===== config.mk =====
export PLATFORM = sky130hd
export DESIGN_NAME = osdrh_row_height
export DESIGN_NICKNAME = d
export VERILOG_FILES = /design/src/osdrh_pkg.sv /design/src/osdrh_row_height.sv
export SDC_FILE = /design/constraint.sdc
export NUM_CORES = 1
export LEC_CHECK = 0
export ABC_AREA = 1
export ABC_CLOCK_PERIOD_IN_PS = 3400
export BUFFER_PORTS_ARGS = -buffer_cell sky130_fd_sc_hd__buf_4
export CELL_PAD_IN_SITES_DETAIL_PLACEMENT = 1
export CELL_PAD_IN_SITES_GLOBAL_PLACEMENT = 1
export CORE_AREA = 2 2 152 154
export CTS_CLUSTER_SIZE = 12
export DETAILED_ROUTE_END_ITERATION = 7
export DIE_AREA = 0 0 154 156
export GPL_TIMING_DRIVEN = 0
export PLACE_DENSITY_LB_ADDON = 0.15
export SLEW_MARGIN = 15
export SYNTH_ARGS = -nofsm -noshare
export SYNTH_HDL_FRONTEND = slang
export SYNTH_SLANG_ARGS = --single-unit

===== constraint.sdc =====
create_clock -name clock -period 3.4 [get_ports clock]
set_input_delay 0.34 -clock clock [delete_from_list [all_inputs] [get_ports clock]]
set_output_delay 0.34 -clock clock [all_outputs]
set_load 0.1 [all_outputs]

===== src/osdrh_pkg.sv =====
// Shared types and constants for the overlay row height and character attribute block
package osdrh_pkg;

  // Row attribute word, the invisible first column of each display RAM row
  typedef struct packed {
    logic backIntense;
    logic [3:0] rowSpacing;
    logic [3:0] heightStretch;
    logic doubleHeightBit;
    logic doubleWidthBit;
    logic [3:0] shadowMode;
    logic lastRowFlag;
  } osdrh_row_attr_t;

  // Character code word: font address and character attribute
  typedef struct packed {
    logic [7:0] fontAddr;
    logic [2:0] bgRgb;
    logic [3:0] fgRgbi;
    logic blink;
  } osdrh_char_word_t;

  typedef struct packed {
    logic opaque;
    logic [3:0] rgbi;
  } osdrh_pixel_t;

  typedef enum logic [1:0] {GLYPH_NORMAL, GLYPH_MULTI, GLYPH_SPACE} osdrh_glyph_t;
  typedef enum logic [1:0] {ROW_IDLE, ROW_LINES, ROW_SPACING} osdrh_row_state_t;

  localparam int unsigned FONT_ADDR_W = 13;
  localparam logic [4:0] FONT_WORDS = 5'h14;
  localparam logic [7:0] SPACE_CODE = 8'hFF;
  localparam logic [3:0] FIRST_INSERT_CODE = 4'h4;
  localparam logic [5:0] LINES_FULL = 6'h12;
  localparam logic [5:0] LINES_THREE_QUARTER = 6'h0D;
  localparam logic [5:0] LINES_HALF = 6'h09;
  localparam logic [5:0] LINES_QUARTER = 6'h05;

  localparam logic [3:0] REG_CONTROL = 4'h0;
  localparam logic [3:0] REG_GFX_START = 4'h1;
  localparam logic [3:0] REG_STATUS = 4'h2;
  localparam logic [3:0] REG_SPACE_COLOUR = 4'h3;
  localparam int unsigned CTRL_BLINK_RATE_BIT = 2;
  localparam logic [7:0] CONTROL_RESET = 8'h00;
  localparam logic [7:0] GFX_START_RESET = 8'hC0;
  localparam logic [3:0] SPACE_COLOUR_RESET = 4'h0;

  localparam int unsigned BLINK_FAST_FRAMES = 16;
  localparam int unsigned BLINK_SLOW_FRAMES = 32;

endpackage


===== src/osdrh_row_height.sv =====
// Overlay row height stretching, row spacing and character attribute decoding
//
// Behaviour
// - Stretch code from row attribute bits 10..7
// - Code n adds n lines, 2n double
// - Repeat exactly the lines mapped per code
// - Same repetition for every character in row
// - Row heights from 5 to 66 lines
// - Spacing code from row attribute bits 14..11
// - Spacing codes 1..3 show upper row part
// - Spacing codes 4..15 insert blank lines
// - Window and fade stay on spacing lines
// - Row bit 15 intensifies background colour
// - Font address from character bits 15..8
// - Each font spans twenty twelve-bit words
// - Normal glyph background and foreground colours
// - Attribute bit 0 blinks, rate by control
// - Above graphic start: three-plane multicolour glyph
// - Font address FFH is the space code
// - Multicolour: bit 1 fills 000b dots
// - Multicolour dots blink, background stays steady
// - Row attribute read from first column
// - Row bit 6 doubles the row height
`timescale 1ns/1ps
module osdrh_row_height #(
  parameter int unsigned BLINK_FAST = osdrh_pkg::BLINK_FAST_FRAMES,
  parameter int unsigned BLINK_SLOW = osdrh_pkg::BLINK_SLOW_FRAMES
) (
  input wire logic clock,
  input wire logic resetn,
  input wire logic [3:0] regAddr,
  input wire logic [15:0] regWrData,
  input wire logic regWrStb,
  input wire logic regRdStb,
  output logic [15:0] regRdData,
  input wire logic rowAttrValid,
  input wire osdrh_pkg::osdrh_row_attr_t rowAttr,
  input wire logic lineStrobe,
  input wire logic frameStrobe,
  output logic rowBusy,
  output logic rowDone,
  output logic spacingLine,
  output logic effectsEnable,
  output logic doubleWidth,
  output logic [4:0] rowFontWord,
  input wire logic charLoad,
  input wire osdrh_pkg::osdrh_char_word_t charWord,
  output osdrh_pkg::osdrh_glyph_t glyphKind,
  output logic [osdrh_pkg::FONT_ADDR_W-1:0] fontWordAddr [3],
  input wire logic dotValid,
  input wire logic normDot,
  input wire logic [2:0] multiDot,
  output logic pixValid,
  output osdrh_pkg::osdrh_pixel_t pixel
);

  // Line index counts in the doubled space when the row is double height
  function automatic logic lineRepeats(input logic [5:0] idx, input logic dbl,
                                       input logic [3:0] code);
    logic r;
    r = 1'b0;
    if (!dbl) begin
      r = (code[0] && idx == 6'h09)
        || (code[1] && idx[2:0] == 3'h5 && idx <= 6'h0D)
        || (code[2] && idx[1:0] == 2'h3 && idx <= 6'h0F)
        || (code[3] && !idx[0] && idx >= 6'h02 && idx <= 6'h10);
    end else begin
      r = (code[0] && (idx == 6'h13 || idx == 6'h14))
        || (code[1] && (idx[3:0] == 4'hB || idx[3:0] == 4'hC) && idx <= 6'h1C)
        || (code[2] && (idx[2:0] == 3'h7 || (idx[2:0] == 3'h0 && idx != 6'h00))
            && idx <= 6'h20)
        || (code[3] && (idx[1:0] == 2'h1 || idx[1:0] == 2'h2)
            && idx >= 6'h05 && idx <= 6'h22);
    end
    return r;
  endfunction

  function automatic logic [5:0] lastLine(input logic dbl, input logic [3:0] spacing);
    logic [5:0] n;
    n = osdrh_pkg::LINES_FULL;
    unique case (spacing)
      4'h0: n = osdrh_pkg::LINES_FULL;
      4'h1: n = osdrh_pkg::LINES_THREE_QUARTER;
      4'h2: n = osdrh_pkg::LINES_HALF;
      4'h3: n = osdrh_pkg::LINES_QUARTER;
      default: n = osdrh_pkg::LINES_FULL;
    endcase
    if (dbl) begin
      n = {n[4:0], 1'b0};
    end
    return n - 6'h01;
  endfunction

  function automatic logic [osdrh_pkg::FONT_ADDR_W-1:0] wordAddr(input logic [7:0] font,
      input logic [1:0] plane, input logic [4:0] word);
    logic [osdrh_pkg::FONT_ADDR_W-1:0] base;
    base = osdrh_pkg::FONT_ADDR_W'(font) + osdrh_pkg::FONT_ADDR_W'(plane);
    return osdrh_pkg::FONT_ADDR_W'(base * osdrh_pkg::FONT_ADDR_W'(osdrh_pkg::FONT_WORDS))
      + osdrh_pkg::FONT_ADDR_W'(word);
  endfunction

  osdrh_pkg::osdrh_row_state_t rowState_q;
  osdrh_pkg::osdrh_row_attr_t attr_q;
  osdrh_pkg::osdrh_char_word_t char_q;
  logic [5:0] lineIdx_q;
  logic repeatDone_q;
  logic [3:0] spaceCnt_q;
  logic rowDone_q;
  logic [7:0] control_q;
  logic [7:0] gfxStart_q;
  logic [3:0] spaceColour_q;
  logic [15:0] rdData_q;
  logic [5:0] blinkCnt_q;
  logic blinkOff_q;
  logic pixValid_q;
  osdrh_pkg::osdrh_pixel_t pixel_q;
  osdrh_pkg::osdrh_glyph_t kind_q;
  logic [osdrh_pkg::FONT_ADDR_W-1:0] addr_q [3];

  logic [5:0] fontLine;
  logic [5:0] blinkLast;
  logic inRowLines;

  logic takeRow;
  logic lineStep;
  logic repeatHit;
  logic lastHit;
  logic toSpacing;
  logic spaceStep;
  logic spacingEnd;

  assign inRowLines = rowState_q == osdrh_pkg::ROW_LINES;
  // Double height shows each font line on two consecutive scan lines
  assign fontLine = attr_q.doubleHeightBit ? {1'b0, lineIdx_q[5:1]} : lineIdx_q;
  // Word 0 of each font holds the previous row, so visible lines start at word 1
  assign rowFontWord = fontLine[4:0] + 5'h01;
  assign blinkLast = control_q[osdrh_pkg::CTRL_BLINK_RATE_BIT]
    ? 6'(BLINK_SLOW - 1) : 6'(BLINK_FAST - 1);

  // Row sequencer
  assign takeRow = rowState_q == osdrh_pkg::ROW_IDLE && rowAttrValid;
  assign lineStep = inRowLines && lineStrobe;
  assign repeatHit = lineStep && !repeatDone_q
    && lineRepeats(lineIdx_q, attr_q.doubleHeightBit, attr_q.heightStretch);
  assign lastHit = lineStep && !repeatHit
    && lineIdx_q == lastLine(attr_q.doubleHeightBit, attr_q.rowSpacing);
  assign toSpacing = lastHit && attr_q.rowSpacing >= osdrh_pkg::FIRST_INSERT_CODE;
  assign spaceStep = spacingLine && lineStrobe;
  assign spacingEnd = spaceStep && spaceCnt_q == 4'h1;

  always_ff @(posedge clock or negedge resetn) begin
    if (!resetn) begin
      rowState_q <= osdrh_pkg::ROW_IDLE;
    end else begin
      unique case (rowState_q)
        osdrh_pkg::ROW_IDLE: begin
          if (takeRow) begin
            rowState_q <= osdrh_pkg::ROW_LINES;
          end
        end
        osdrh_pkg::ROW_LINES: begin
          if (toSpacing) begin
            rowState_q <= osdrh_pkg::ROW_SPACING;
          end else if (lastHit) begin
            rowState_q <= osdrh_pkg::ROW_IDLE;
          end
        end
        osdrh_pkg::ROW_SPACING: begin
          if (spacingEnd) begin
            rowState_q <= osdrh_pkg::ROW_IDLE;
          end
        end
        default: rowState_q <= osdrh_pkg::ROW_IDLE;
      endcase
    end
  end

  always_ff @(posedge clock or negedge resetn) begin
    if (!resetn) begin
      attr_q <= '0;
    end else if (takeRow) begin
      attr_q <= rowAttr;
    end
  end

  // Original line index; a repeat holds it one more line
  always_ff @(posedge clock or negedge resetn) begin
    if (!resetn) begin
      lineIdx_q <= 6'h00;
    end else if (takeRow) begin
      lineIdx_q <= 6'h00;
    end else if (lineStep && !repeatHit && !lastHit) begin
      lineIdx_q <= lineIdx_q + 6'h01;
    end
  end

  // Mapped lines shown twice, copy right after original
  always_ff @(posedge clock or negedge resetn) begin
    if (!resetn) begin
      repeatDone_q <= 1'b0;
    end else if (takeRow) begin
      repeatDone_q <= 1'b0;
    end else if (repeatHit) begin
      repeatDone_q <= 1'b1;
    end else if (lineStep) begin
      repeatDone_q <= 1'b0;
    end
  end

  // Blank lines inserted after the visible part
  always_ff @(posedge clock or negedge resetn) begin
    if (!resetn) begin
      spaceCnt_q <= 4'h0;
    end else if (toSpacing) begin
      spaceCnt_q <= attr_q.rowSpacing;
    end else if (spaceStep && !spacingEnd) begin
      spaceCnt_q <= spaceCnt_q - 4'h1;
    end
  end

  // One-cycle pulse after the final line of a row
  always_ff @(posedge clock or negedge resetn) begin
    if (!resetn) begin
      rowDone_q <= 1'b0;
    end else begin
      rowDone_q <= (lastHit && !toSpacing) || spacingEnd;
    end
  end

  assign rowBusy = rowState_q != osdrh_pkg::ROW_IDLE;
  assign rowDone = rowDone_q;
  assign spacingLine = rowState_q == osdrh_pkg::ROW_SPACING;
  assign effectsEnable = rowBusy;
  assign doubleWidth = attr_q.doubleWidthBit;

  // Register port
  always_ff @(posedge clock or negedge resetn) begin
    if (!resetn) begin
      control_q <= osdrh_pkg::CONTROL_RESET;
    end else if (regWrStb && regAddr == osdrh_pkg::REG_CONTROL) begin
      control_q <= regWrData[7:0];
    end
  end

  always_ff @(posedge clock or negedge resetn) begin
    if (!resetn) begin
      gfxStart_q <= osdrh_pkg::GFX_START_RESET;
    end else if (regWrStb && regAddr == osdrh_pkg::REG_GFX_START) begin
      gfxStart_q <= regWrData[7:0];
    end
  end

  always_ff @(posedge clock or negedge resetn) begin
    if (!resetn) begin
      rdData_q <= 16'h0000;
    end else if (regRdStb) begin
      unique case (regAddr)
        osdrh_pkg::REG_CONTROL: rdData_q <= {8'h00, control_q};
        osdrh_pkg::REG_GFX_START: rdData_q <= {8'h00, gfxStart_q};
        osdrh_pkg::REG_STATUS: rdData_q <= {5'h00, rowState_q, repeatDone_q, spaceCnt_q,
                                             lineIdx_q[3:0]};
        osdrh_pkg::REG_SPACE_COLOUR: rdData_q <= {12'h000, spaceColour_q};
        default: rdData_q <= 16'h0000;
      endcase
    end else begin
      rdData_q <= 16'h0000;
    end
  end

  assign regRdData = rdData_q;

  // Blink phase from frame count
  always_ff @(posedge clock or negedge resetn) begin
    if (!resetn) begin
      blinkCnt_q <= 6'h00;
      blinkOff_q <= 1'b0;
    end else if (frameStrobe) begin
      if (blinkCnt_q >= blinkLast) begin
        blinkCnt_q <= 6'h00;
        blinkOff_q <= !blinkOff_q;
      end else begin
        blinkCnt_q <= blinkCnt_q + 6'h01;
      end
    end
  end

  // Character load: classify and form font memory word addresses
  always_ff @(posedge clock or negedge resetn) begin
    if (!resetn) begin
      char_q <= '0;
    end else if (charLoad) begin
      char_q <= charWord;
    end
  end

  // Three planes on consecutive font sites
  always_ff @(posedge clock or negedge resetn) begin
    if (!resetn) begin
      for (int p = 0; p < 3; p++) begin
        addr_q[p] <= '0;
      end
    end else if (charLoad) begin
      for (int p = 0; p < 3; p++) begin
        addr_q[p] <= wordAddr(charWord.fontAddr, 2'(p), rowFontWord);
      end
    end
  end

  // Glyph class of the latest character
  always_ff @(posedge clock or negedge resetn) begin
    if (!resetn) begin
      kind_q <= osdrh_pkg::GLYPH_NORMAL;
    end else if (charLoad) begin
      if (charWord.fontAddr == osdrh_pkg::SPACE_CODE) begin
        kind_q <= osdrh_pkg::GLYPH_SPACE;
      end else if (charWord.fontAddr > gfxStart_q) begin
        kind_q <= osdrh_pkg::GLYPH_MULTI;
      end else begin
        kind_q <= osdrh_pkg::GLYPH_NORMAL;
      end
    end
  end

  // Colour of the last space code, reused under multicolour dots
  always_ff @(posedge clock or negedge resetn) begin
    if (!resetn) begin
      spaceColour_q <= osdrh_pkg::SPACE_COLOUR_RESET;
    end else if (charLoad && charWord.fontAddr == osdrh_pkg::SPACE_CODE) begin
      spaceColour_q <= charWord.fgRgbi;
    end
  end

  assign glyphKind = kind_q;
  assign fontWordAddr = addr_q;

  // Dot colouring
  always_ff @(posedge clock or negedge resetn) begin
    if (!resetn) begin
      pixValid_q <= 1'b0;
      pixel_q <= '0;
    end else begin
      pixValid_q <= dotValid;
      if (dotValid) begin
        if (!inRowLines) begin
          pixel_q <= '0;
        end else begin
          unique case (kind_q)
            osdrh_pkg::GLYPH_NORMAL: begin
              if (normDot && !(char_q.blink && blinkOff_q)) begin
                pixel_q <= {1'b1, char_q.fgRgbi};
              end else begin
                pixel_q <= {1'b1, char_q.bgRgb, attr_q.backIntense};
              end
            end
            osdrh_pkg::GLYPH_MULTI: begin
              if (multiDot != 3'h0 && !(char_q.blink && blinkOff_q)) begin
                pixel_q <= {1'b1, multiDot, 1'b0};
              end else if (char_q.fgRgbi[0]) begin
                pixel_q <= {1'b1, spaceColour_q};
              end else begin
                pixel_q <= '0;
              end
            end
            default: pixel_q <= '0;
          endcase
        end
      end
    end
  end

  assign pixValid = pixValid_q;
  assign pixel = pixel_q;

endmodule


==> results.cfg <==
[cells_and_area]
drive_above_1_share = 0.211
fin_area_mm2 = 0.00982
fillers = 2704
area_delta_synth_final_pct = 27.4
antennaDiodeCount = 0
seqCellArea_mm2 = 0.00284
multiInputGateArea_mm2 = 0.00432
finalNetCount = 1270

[worst_setup_path]
end_kind = register
crit_family = simple AND/OR/NAND/NOR gates
r2r_cells = 15
cp.depth = 15
cp_cell_sequence = clkbuf_4 > nand2_1 > o21ai_1 > nand3_1 > xor2_2 > buf_4 > fa_1 > or2_4 > a21oi_4 > inv_1 > nor2_2 > nand3_1 > nor2_2 > xor2_1 > o21ai_0
cp-start-kind = register
cp.required_ps = 3670
slowest_delay_ps = 490
worst-path-buf-inv = 3
worst_path_max_delay_cell = dfrtp_4
crit_type = reg -> reg
cp_max_fo = 8
critical_path_arrival_ps = 3500

[cts]
h-tree-depth = 4
clkLatencyLatePin_ps = 420
clock-sinks = 113
numCtsBuffers = 17
max-clock-path-buffers = 2
root_buffer = clkbuf_16
cts.clk_slew.worst_paths_ps = 60
cts_tree = done

[placement]
io_buffers = 118
place_hpwl_um = 18100
place_ws_ps = -324
gp_congestion = 0.832
place_area_mm2 = 0.00903

[synth]
synth_mux_area_frac = 0.0161
synth_xor_area_frac = 0.0523
synth_seq_cells = 113
synthArstFlopShare = 1.00
synth_area_per_cell_um2 = 7.90
yosys_warnings = 0
netlist-cell-type-count = 53
synth_enable_flop_cells = 0
synth_top_family_by_area = simple AND/OR/NAND/NOR gates
synth-compound-area-share = 0.0973
ys.flop_type = dfrtp_1
synthAdderAreaFrac = 0.126
synthSimpleGateAreaFrac = 0.256
synth_cells = 976
syn_area_mm2 = 0.00771
synth-seq-area-share = 0.367

[worst_hold_path]
hold_depth = 1
hp-class = in -> reg

[grt]
grt_util_all_layers = 0.203
grt_max_degree = 58
grt-ovfl-total = 0
antenna_found_initial = 0
grt_pass1_wl_um = 38200
grt_pass1_vias = 7215

[sta]
period_needed_ps = 3230
tightest_slew_ps = 837
fin_worst_skew_ps = 8.92
setup_viol = 0
slew-limit-headroom = 0.442
fin_crit_sh = 0.950
hold_violations = 0
fin_ws_ps = 171
slew_violations = 0
fmax_ghz = 0.310
finalSetupTns_ps = 0

[floorplanning]
ios = 138
core.rowCount = 55
dieArea_mm2 = 0.0240
start_util = 0.345
core_area_mm2 = 0.0224
die_h_um = 156
fp.dieW_um = 154

[route]
dr.pass1.iters = 4
drt-vias-per-instance = 4.83
wl_per_cell_um = 16.5
drc = 0
ant_nets = 0
totalWireLength_um = 23600
drtIter0Drc = 348
dr_total_vias = 6906

[power_and_ir_drop]
power_density_mw_per_mm2 = 912
total_power_w = 0.00896
p_leak_nw = 5.08
peakVddDrop_v = 0.000391

[status]
status = complete, no violations

[flow_run]
cap_violations = 0
[layout make-up]
class / instances / area share
multi-input cells: 708 / 0.440
well taps: 285 / 0.0363
flip-flops and latches: 113 / 0.289
inverters: 130 / 0.0510
clock inverters: 9 / 0.0131
plain buffers: 28 / 0.0164
clock buffers: 23 / 0.0497
repair buffers: 133 / 0.104
[worst register-to-register path: stages, from the launching register on]
cell      delay (ps)
dfrtp_4          490
clkbuf_4         230
nand2_1           60
o21ai_1          170
nand3_1          180
xor2_2           210
buf_4            160
fa_1             410
or2_4            280
a21oi_4          150
inv_1             70
nor2_2           160
nand3_1          130
nor2_2           140
xor2_1           150
o21ai_0           90
[path summary, 6_finish.rpt]
path | from | end | slack, ps
setup / recovery | attr_q[6] | fontWordAddr[36] | 170
hold / removal | dotValid | pixValid | 110
setup reg to reg | attr_q[6] | fontWordAddr[36] | 170
hold reg to reg | blinkOff_q | blinkOff_q | 480
max in group asynchronous | resetn | gfxStart_q[7] | 2230
min in group asynchronous | resetn | fontWordAddr[10] | 450
[layout by cell type (no fill, tap or decap), types with 3 or more instances in the layout]
cell	instances
a21oi_1	27
a221oi_1	4
buf_2	3
buf_4	141
bufinv_16	3
clkbuf_1	14
clkbuf_16	17
clkbuf_8	4
clkinv_2	3
clkinvlp_4	4
conb_1	5
dfrtp_1	108
fa_1	6
ha_1	66
inv_1	117
inv_2	7
mux2_2	11
nand2_1	252
nand3_1	62
nand3b_1	9
nand4_1	10
nor2_1	67
nor2_2	8
nor3_1	14
o21ai_0	62
o21ai_2	6
o221ai_1	4
o22ai_1	6
o31ai_1	5
xnor2_1	9
xor2_1	35
[Yosys cell counts, types with 2 or more instances]
cell      instances  area share
xnor2_1           9       0.010
nand3_4           2      0.0045
buf_2             4      0.0026
o21ai_0          66       0.043
buf_4            11       0.011
dfrtp_1         111        0.36
o22ai_1           6      0.0049
nor2_4            2      0.0029
inv_4             2      0.0016
nand2_4           2      0.0029
o221ai_1          4      0.0045
fa_1              6       0.016
nor2_1           71       0.035
mux2_2           11       0.016
clkinv_1          2     0.00097
a21oi_1          28       0.018
o21a_1            2      0.0019
clkbuf_1         13      0.0063
nor2_2            4      0.0032
nor2_8            2      0.0052
nand3_2           2      0.0026
nand2_1         252        0.12
nand3_1          62       0.040
nand3b_1          9      0.0088
nor4_1            2      0.0016
inv_1           120       0.058
nor3_1           14      0.0091
nand4_1          10      0.0081
or2_2             2      0.0016
nand2_2           2      0.0016
dfstp_2           2      0.0068
a221oi_1          4      0.0045
o31ai_1           5      0.0049
xor2_1           37       0.042
o211ai_1          2      0.0019
inv_2             6      0.0029
a22o_1            2      0.0023
o21ai_2           3      0.0034
ha_1             68        0.11
[per-stage QoR]
step	hold slack (ps)	util	cells
after floorplan	44.4	-	980
after global placement	456	0.402	1383
after detailed placement	350	0.404	1384
after CTS	97.6	0.433	1417
after global routing	99.4	0.439	1429
final	109	0.439	1429
[power breakdown]
group	total, W	switching [W]	internal [W]
Sequential	0.00203	0.000301	0.00173
Combinational	0.00504	0.00366	0.00138
Clock	0.00188	0.000657	0.00123
[routing by layer]
metal	track usage	vias to the layer above	share of wire
li1	-	3465	-
met1	0.263	3303	0.47
met2	0.344	116	0.48
met3	0.0386	22	0.039
met4	0.0628	0	0.016
met5	0	-	0
[registers in the layout, indices dropped and copies added (netlist names), 2 cells and up]
register,cells
attr_q,10
char_q,8
regRdData,11
spaceCnt_q,4
rowState_q,2
lineIdx_q,6
blinkCnt_q,6
spaceColour_q,4
control_q,8
gfxStart_q,8
fontWordAddr,34
glyphKind,2
pixel,5
[cell families after synthesis]
logic type,Yosys count
muxes,11
DFF,113
and+or+nand+nor,442
xor gates and xnor gates,46
buffers and inverters,159
AOI/OAI and AO/OA,130
adders and majority gates,74
other,1
[what timing repair did]
action	CTS	global route
gates cloned	0	0
hold buffers	1	0
endpoints found under the hold margin	56	0
pin swaps	0	2
setup buffers	1	12
resized for setup	10	13
setup endpoints to repair	12	9
Note: power is estimated with default switching activity, not from simulation.
